$ cat src/hw/sfpi_pkg.sv
// Purpose: shared types and constants for the serial flash pin interface
// Assumes: one system clock that oversamples the serial clock several times over
// Notes: line widths and protocol codes are shared with the command decoder
package sfpi_pkg;

    // protocol chosen by configuration
    typedef enum logic [1:0] {
        SFPI_PROTO_SINGLE = 2'h0,
        SFPI_PROTO_DUAL = 2'h1,
        SFPI_PROTO_QUAD = 2'h2
    } sfpi_proto_t;

    // number of data lines used in the current phase
    typedef enum logic [1:0] {
        SFPI_W1 = 2'h0,
        SFPI_W2 = 2'h1,
        SFPI_W4 = 2'h2
    } sfpi_width_t;

    // gray coded along idle -> frame -> pause, reset off to the side
    typedef enum logic [1:0] {
        SFPI_ST_IDLE = 2'h0,
        SFPI_ST_FRAME = 2'h1,
        SFPI_ST_PAUSE = 2'h3,
        SFPI_ST_RESET = 2'h2
    } sfpi_state_t;

    // drive of the four data lines
    typedef struct packed {
        logic [3:0] dout;
        logic [3:0] oe;
    } sfpi_drive_t;

    // phase description given by the command decoder
    typedef struct packed {
        sfpi_width_t width;
        logic dir_out;
    } sfpi_xfer_t;

    // synchronised copies of the pins
    typedef struct packed {
        logic sclk;
        logic sel_n;
        logic reset_n;
        logic [3:0] dq;
    } sfpi_pins_t;

    localparam int SFPI_LINES = 4;
    localparam logic [3:0] SFPI_BYTE_BITS = 4'h8;
    localparam logic [3:0] SFPI_STEP_W1 = 4'h1;
    localparam logic [3:0] SFPI_STEP_W2 = 4'h2;
    localparam logic [3:0] SFPI_STEP_W4 = 4'h4;
    localparam logic [7:0] SFPI_BYTE_RESET = 8'h00;
    localparam logic [3:0] SFPI_CNT_RESET = 4'h0;
    localparam sfpi_drive_t SFPI_DRIVE_RESET = '{dout: 4'h0, oe: 4'h0};
    localparam sfpi_pins_t SFPI_PINS_RESET = '{sclk: 1'b0, sel_n: 1'b0, reset_n: 1'b1,
                                               dq: 4'hF};

endpackage : sfpi_pkg

$ cat src/hw/sfpi_pins.sv
// Purpose: pin-level serial interface of a multi-line serial flash (target side)
// Assumes: CLK well above the serial clock; decoder supplies phase width and direction
// Notes: all pins pass two flops; serial clock edges are found by comparing samples
`timescale 1ns/1ns
`default_nettype none

module sfpi_pins
    import sfpi_pkg::*;
(
    input wire logic CLK,
    input wire logic RST,
    input wire logic SCLK_PIN,
    input wire logic SEL_N_PIN,
    input wire logic RESET_N_PIN,
    input wire logic [3:0] DQ_IN,
    output sfpi_drive_t DQ_DRIVE,
    output logic [3:0] DQ_IE,
    input wire sfpi_proto_t PROTOCOL,
    input wire sfpi_xfer_t XFER,
    input wire logic PAUSE_ENABLE,
    input wire logic DQ3_RESET_ENABLE,
    input wire logic BOOST_SUPPLY_HIGH,
    input wire logic BUSY,
    input wire logic [7:0] TX_DATA,
    output logic TX_TAKEN,
    output logic [7:0] RX_DATA,
    output logic RX_VALID,
    output logic FRAME_START,
    output logic FRAME_END,
    output logic ARMED,
    output logic PAUSED,
    output logic ACTIVE_POWER,
    output logic STANDBY_POWER,
    output logic IN_RESET,
    output sfpi_proto_t PROTOCOL_IN_USE
);

    // two stage synchroniser; stage one feeds stage two only
    sfpi_pins_t meta;
    sfpi_pins_t pins;
    sfpi_pins_t pins_prev;

    always_ff @(posedge CLK) begin
        if (RST) begin
            meta <= SFPI_PINS_RESET;
            pins <= SFPI_PINS_RESET;
            pins_prev <= SFPI_PINS_RESET;
        end else begin
            meta <= '{sclk: SCLK_PIN, sel_n: SEL_N_PIN, reset_n: RESET_N_PIN, dq: DQ_IN};
            pins <= meta;
            pins_prev <= pins;
        end
    end

    logic sclk_rise;
    logic sclk_fall;
    logic sel_fall;
    logic sel_rise;
    sfpi_proto_t proto_eff;
    sfpi_width_t width_eff;
    logic quad_lines;
    logic hold_req;
    logic hw_reset;
    logic [3:0] step;

    always_comb begin
        sclk_rise = pins.sclk & ~pins_prev.sclk;
        sclk_fall = ~pins.sclk & pins_prev.sclk;
        // the reset sample of sel_n is low, so select held low through reset gives no fall
        sel_fall = ~pins.sel_n & pins_prev.sel_n;
        sel_rise = pins.sel_n & ~pins_prev.sel_n;
        // boosted program or erase in quad runs on the single line protocol
        if (PROTOCOL == SFPI_PROTO_QUAD && BOOST_SUPPLY_HIGH) begin
            proto_eff = SFPI_PROTO_SINGLE;
        end else begin
            proto_eff = PROTOCOL;
        end
        case (proto_eff)
            SFPI_PROTO_DUAL: width_eff = SFPI_W2;
            SFPI_PROTO_QUAD: width_eff = SFPI_W4;
            default: width_eff = XFER.width;
        endcase
        case (width_eff)
            SFPI_W2: step = SFPI_STEP_W2;
            SFPI_W4: step = SFPI_STEP_W4;
            default: step = SFPI_STEP_W1;
        endcase
        // line 3 is data whenever quad lines are in use
        quad_lines = (proto_eff == SFPI_PROTO_QUAD) || (width_eff == SFPI_W4);
        hold_req = PAUSE_ENABLE && !pins.sel_n && !quad_lines && !pins.dq[3];
        // line 3 reset meaning only counts while deselected
        hw_reset = !pins.reset_n || (DQ3_RESET_ENABLE && pins.sel_n && !pins.dq[3]);
    end

    sfpi_state_t state;
    sfpi_state_t next_state;
    logic armed;
    logic next_armed;
    logic [7:0] rx_shift;
    logic [7:0] next_rx_shift;
    logic [3:0] rx_cnt;
    logic [3:0] next_rx_cnt;
    logic [7:0] tx_shift;
    logic [7:0] next_tx_shift;
    logic [3:0] tx_cnt;
    logic [3:0] next_tx_cnt;
    sfpi_drive_t drive;
    sfpi_drive_t next_drive;
    logic [3:0] next_ie;
    logic next_tx_taken;
    logic [7:0] next_rx_data;
    logic next_rx_valid;
    logic next_frame_start;
    logic next_frame_end;
    logic [7:0] tx_word;
    logic [3:0] lane_mask;

    always_comb begin
        next_state = state;
        next_armed = armed;
        next_rx_shift = rx_shift;
        next_rx_cnt = rx_cnt;
        next_tx_shift = tx_shift;
        next_tx_cnt = tx_cnt;
        next_drive = drive;
        next_tx_taken = 1'b0;
        next_rx_data = RX_DATA;
        next_rx_valid = 1'b0;
        next_frame_start = 1'b0;
        next_frame_end = 1'b0;
        tx_word = tx_shift;
        case (width_eff)
            SFPI_W2: lane_mask = 4'h3;
            SFPI_W4: lane_mask = 4'hF;
            default: lane_mask = 4'h2;
        endcase
        case (state)
            SFPI_ST_RESET: begin
                next_drive = SFPI_DRIVE_RESET;
                if (!hw_reset) begin
                    next_state = SFPI_ST_IDLE;
                end
            end
            SFPI_ST_IDLE: begin
                next_drive = SFPI_DRIVE_RESET;
                next_rx_cnt = SFPI_CNT_RESET;
                next_tx_cnt = SFPI_CNT_RESET;
                if (sel_fall) begin
                    next_armed = 1'b1;
                    next_state = SFPI_ST_FRAME;
                    next_frame_start = 1'b1;
                end
            end
            SFPI_ST_FRAME: begin
                if (sel_rise || pins.sel_n) begin
                    next_state = SFPI_ST_IDLE;
                    next_drive = SFPI_DRIVE_RESET;
                    next_frame_end = 1'b1;
                end else if (hold_req) begin
                    next_state = SFPI_ST_PAUSE;
                    next_drive.oe = 4'h0;
                end else begin
                    if (sclk_rise && !XFER.dir_out) begin
                        case (width_eff)
                            SFPI_W2: next_rx_shift = {rx_shift[5:0], pins.dq[1:0]};
                            SFPI_W4: next_rx_shift = {rx_shift[3:0], pins.dq};
                            default: next_rx_shift = {rx_shift[6:0], pins.dq[0]};
                        endcase
                        if (rx_cnt + step >= SFPI_BYTE_BITS) begin
                            next_rx_cnt = SFPI_CNT_RESET;
                            next_rx_data = next_rx_shift;
                            next_rx_valid = 1'b1;
                        end else begin
                            next_rx_cnt = rx_cnt + step;
                        end
                    end
                    if (sclk_fall && XFER.dir_out) begin
                        // a fresh byte is fetched when the previous one has gone
                        if (tx_cnt == SFPI_CNT_RESET) begin
                            tx_word = TX_DATA;
                            next_tx_taken = 1'b1;
                        end
                        case (width_eff)
                            SFPI_W2: next_drive.dout = {2'b00, tx_word[7:6]};
                            SFPI_W4: next_drive.dout = tx_word[7:4];
                            default: next_drive.dout = {2'b00, tx_word[7], 1'b0};
                        endcase
                        next_tx_shift = tx_word << step;
                        next_drive.oe = lane_mask;
                        if (tx_cnt + step >= SFPI_BYTE_BITS) begin
                            next_tx_cnt = SFPI_CNT_RESET;
                        end else begin
                            next_tx_cnt = tx_cnt + step;
                        end
                    end
                    if (!XFER.dir_out) begin
                        next_drive.oe = 4'h0;
                        next_tx_cnt = SFPI_CNT_RESET;
                    end
                end
            end
            SFPI_ST_PAUSE: begin
                // clock and input data are ignored; the frame position is kept
                next_drive.oe = 4'h0;
                if (pins.sel_n) begin
                    next_state = SFPI_ST_IDLE;
                    next_frame_end = 1'b1;
                end else if (!hold_req) begin
                    next_state = SFPI_ST_FRAME;
                end
            end
            default: begin
                next_state = SFPI_ST_IDLE;
                next_drive = SFPI_DRIVE_RESET;
            end
        endcase
        if (hw_reset) begin
            next_state = SFPI_ST_RESET;
            next_drive = SFPI_DRIVE_RESET;
            next_rx_cnt = SFPI_CNT_RESET;
            next_tx_cnt = SFPI_CNT_RESET;
            next_tx_taken = 1'b0;
            next_rx_valid = 1'b0;
            next_frame_start = 1'b0;
        end
        // a receiver listens on every line not being driven
        next_ie = ~next_drive.oe;
    end

    always_ff @(posedge CLK) begin
        if (RST) begin
            state <= SFPI_ST_IDLE;
            armed <= 1'b0;
            rx_shift <= SFPI_BYTE_RESET;
            rx_cnt <= SFPI_CNT_RESET;
            tx_shift <= SFPI_BYTE_RESET;
            tx_cnt <= SFPI_CNT_RESET;
            drive <= SFPI_DRIVE_RESET;
            DQ_IE <= 4'hF;
            TX_TAKEN <= 1'b0;
            RX_DATA <= SFPI_BYTE_RESET;
            RX_VALID <= 1'b0;
            FRAME_START <= 1'b0;
            FRAME_END <= 1'b0;
        end else begin
            state <= next_state;
            armed <= next_armed;
            rx_shift <= next_rx_shift;
            rx_cnt <= next_rx_cnt;
            tx_shift <= next_tx_shift;
            tx_cnt <= next_tx_cnt;
            drive <= next_drive;
            DQ_IE <= next_ie;
            TX_TAKEN <= next_tx_taken;
            RX_DATA <= next_rx_data;
            RX_VALID <= next_rx_valid;
            FRAME_START <= next_frame_start;
            FRAME_END <= next_frame_end;
        end
    end

    assign DQ_DRIVE = drive;
    assign ARMED = armed;

    // power state; deselection never reaches deep power-down
    logic next_active;
    logic next_standby;
    logic next_paused;
    logic next_in_reset;

    always_comb begin
        next_active = (next_state == SFPI_ST_FRAME) || (next_state == SFPI_ST_PAUSE);
        next_standby = (next_state == SFPI_ST_IDLE) && !BUSY;
        next_paused = next_state == SFPI_ST_PAUSE;
        next_in_reset = next_state == SFPI_ST_RESET;
    end

    always_ff @(posedge CLK) begin
        if (RST) begin
            ACTIVE_POWER <= 1'b0;
            STANDBY_POWER <= 1'b0;
            PAUSED <= 1'b0;
            IN_RESET <= 1'b0;
            PROTOCOL_IN_USE <= SFPI_PROTO_SINGLE;
        end else begin
            ACTIVE_POWER <= next_active;
            STANDBY_POWER <= next_standby;
            PAUSED <= next_paused;
            IN_RESET <= next_in_reset;
            PROTOCOL_IN_USE <= proto_eff;
        end
    end

endmodule : sfpi_pins

`default_nettype wire

$ cat config.mk
export PLATFORM = sky130hd
export DESIGN_NAME = sfpi_pins
export DESIGN_NICKNAME = d
export VERILOG_FILES = /design/src/hw/sfpi_pkg.sv /design/src/hw/sfpi_pins.sv
export SDC_FILE = /design/constraint.sdc
export NUM_CORES = 1
export LEC_CHECK = 0
export BUFFER_PORTS_ARGS = -buffer_cell sky130_fd_sc_hd__buf_2
export CORE_MARGIN = 10
export CORE_UTILIZATION = 55
export DETAILED_ROUTE_END_ITERATION = 6
export GPL_ROUTABILITY_DRIVEN = 0
export GPL_TIMING_DRIVEN = 0
export PLACE_DENSITY = 0.79
export SYNTH_ARGS = -nofsm -noshare
export SYNTH_HDL_FRONTEND = slang
export SYNTH_SLANG_ARGS = --single-unit
$ cat constraint.sdc
create_clock -name CLK -period 3.7 [get_ports CLK]
set_clock_uncertainty 0.05 [all_clocks]
set_input_delay 0 -clock CLK [delete_from_list [all_inputs] [get_ports CLK]]
set_output_delay 0 -clock CLK [all_outputs]
set_load 0.05 [all_outputs]
==> qor.csv <==
metric;value;unit
drt_iter0_markers;221;
maxSlewViolCount;0;
syn_nets;377;
setup_viol;0;
yosysMostFrequentCell;dfxtp_1;
start_kind;input pin;
cts-root-buf;clkbuf_8;
hold_viol_final;0;
dp_cells;467;
yosys-top-cells-count;dfxtp_1, nor2_1, a21oi_1, inv_1, clkbuf_1;
period_share;92.42;%
areaGrowthSynthToFinish;21.30;%
synth-seq-area-share;44.97;%
clk_pin_slew_worst_paths;70;ps
cp_slowest_cell;dlygate4sd3_1;
die_w;95.81;um
ys_seq_elements;71;
routed_wl;8047;um
track_usage;18.56;%
yosysWarningCount;0;
n_fill_cell;458;
status;completed;
synth_edf_count;0;
ys.flop_type;dfxtp_1;
layout.cells.non_filler;494;
drc_errors;0;
h-tree-depth;3;
clock-sinks;71;
synth_adder_area_share;4.830;%
worstPathMaxFanout;10;
synth_area_per_cell;9.296;um2
p_leak;1.663;nW
arrival;3640;ps
synth_area_leaders;dfxtp_1, a21oi_1, nor2_1;
clock_path_buffers;2;
end_kind;flip-flop;
grt_overflow_total;0;
fin_crit;3420;ps
std_cell_rows;27;
clk_latency;350;ps
cp.required;3920;ps
synthArstFlopShare;0;%
postRouteAntennaNets;0;
yosys.area_share.xor_xnor;1.386;%
grt_max_degree;12;
p_int;1.196;mW
worst_pin_slew;777.1;ps
holdCritPathClass;input pin to flip-flop;
wl_per_cell;16.29;um
dpl.hpwl;5936;um
synth-simple-area-share;20.19;%
r2r_slack;1330;ps
num_vias;2806;
drv_cap;0;
io_pins;57;
antenna_found_initial;0;
yosys-mux-area-fraction;6.928;%
pwr-share-seq;48.2;%
cts_setup_buffers;0;
core;5540;um2
dpl_cell_area;3526;um2
cts_tree;built;
p_sw_share;26.09;%
yosysUniqueCellTypes;55;
yosysTopAreaCell;dfxtp_1;
io_buffers;55;
fin_nets;454;
syn_area;3161;um2
grt_pass1_wl;13330;um
combPwrFrac;14.3;%
drive_gt1_share;21.09;%
numCtsBuffers;9;
cellPowerDensity;422.1;nW/um2
power.switching;422.2;uW
criticalPathCategory;input pin to flip-flop;
vias_per_cell;5.680;
dr.pass1.iters;4;
yosys.area.top_type_share;44.97;%
dieArea;9179;um2
grt_pass1_vias;2778;
syn_inst;340;
antenna_cells;0;
synth_compound_area_share;17.18;%
slew_headroom;47.80;%
peakVddDrop;282.5;uV
path_cells;dlygate4sd3_1 > buf_2 > a21boi_0 > ha_1 > nor2b_1 > a32oi_2 > inv_2 > ha_1 > a21oi_1 > xor2_1 > clkbuf_1 > o21ai_0 > a21oi_1;
synth_top_family_by_area;simple AND/OR/NAND/NOR gates;
total_power;1.618;mW
design_area;3834;um2
max_freq;292.4;MHz
die_h;95.81;um
clock_power_share;37.5;%
initial_core_util;57.05;%
critPathMaxStageDelay;530;ps
==> registers in the layout (all words and copies together) (netlist names), 2 cells and up <==
signal,count
tx_shift,8
state,2
pins,7
tx_cnt,4
RX_DATA,8
meta,7
pins_prev,2
rx_shift,7
DQ_DRIVE,8
PROTOCOL_IN_USE,2
DQ_IE,4
rx_cnt,4
==> worst max-delay path: cells and delay by family <==
family / cells / cell delay, ps
AOI/OAI and AO/OA: 5 / 1290
xor gates and xnor gates: 1 / 340
adders and majority gates: 2 / 670
buffers and inverters: 4 / 1230
and+or+nand+nor: 1 / 110
==> per-stage QoR <==
| step | setup WS [ps] | util, % | hold slack, ps | TNS, ps |
|---|---|---|---|---|
| after CTS | 42.23 | 69.06 | 4.512 | 0 |
| after floorplan | 903.1 | - | 26.14 | 0 |
| after detailed placement | 150.3 | 63.64 | 119.3 | 0 |
| final | 280.3 | 69.20 | 23.08 | 0 |
| after global routing | -18.43 | 69.20 | 62.64 | -18.43 |
| after global placement | 283.6 | 63.64 | 120.8 | 0 |
==> cell families after synthesis <==
logic type | count (synthesis)
AOI/OAI and AO/OA | 83
xor gates and xnor gates | 5
adders and majority gates | 11
buffers and inverters | 38
DFF | 71
muxes | 14
and+or+nand+nor | 118
==> path summary, 6_finish.rpt <==
check                     from          end  depth (start not counted)
max reg2reg          tx_cnt[3]  tx_shift[7]                          5
max          BOOST_SUPPLY_HIGH   RX_DATA[0]                         13
min reg2reg            meta[0]      pins[0]                          1
min                    XFER[0]     DQ_IE[3]                          4
==> cells in the final DEF (no fill, tap or decap), drive strengths merged, types with 11 or more instances in the layout <==
master       netlist  layout
o21ai             20      20
nand2             13      13
dlygate4sd3        0      11
a21oi             25      25
buf                1      56
inv               20      20
nor2              31      31
clkbuf            17      29
dfxtp             71      71
==> cell type report <==
cell class	count	area, um2	area share (%)
Timing Repair Buffer	66	385.4	10.05
Clock buffer	12	145.1	3.786
Buffer	18	67.56	1.762
Clock inverter	4	45.04	1.175
Sequential cell	71	1421	37.08
Multi-Input combinational cell	231	1604	41.84
Inverter	20	75.07	1.958
Tap cell	72	90.09	2.350
==> metal layers <==
metal / wire, um / up-vias / GRT usage, % / share of wire [%]
met5: 0 / - / 0 / 0
met4: 108 / 0 / 7.862 / 1.3
met3: 577 / 12 / 4.514 / 7.2
met2: 3979 / 95 / 31.55 / 49
met1: 3380 / 1328 / 21.86 / 42
li1: - / 1371 / - / -
==> what timing repair did <==
action	in CTS	in global routing
hold buffers	11	0
setup endpoints to repair	0	10
hold endpoints to repair	13	0
gates resized for setup	0	1
==> power by group through the flow <==
| stage | registers, mW | logic [mW] | clock network [mW] |
|---|---|---|---|
| after CTS | 0.780 | 0.226 | 0.613 |
| after global placement | 0.797 | 0.213 | 0 |
| after floorplan | 0.807 | 0.148 | 0 |
| after detailed placement | 0.798 | 0.217 | 0 |
| final | 0.780 | 0.231 | 0.607 |
| after global routing | 0.781 | 0.256 | 0.638 |
(Power assumes the default switching activity.)
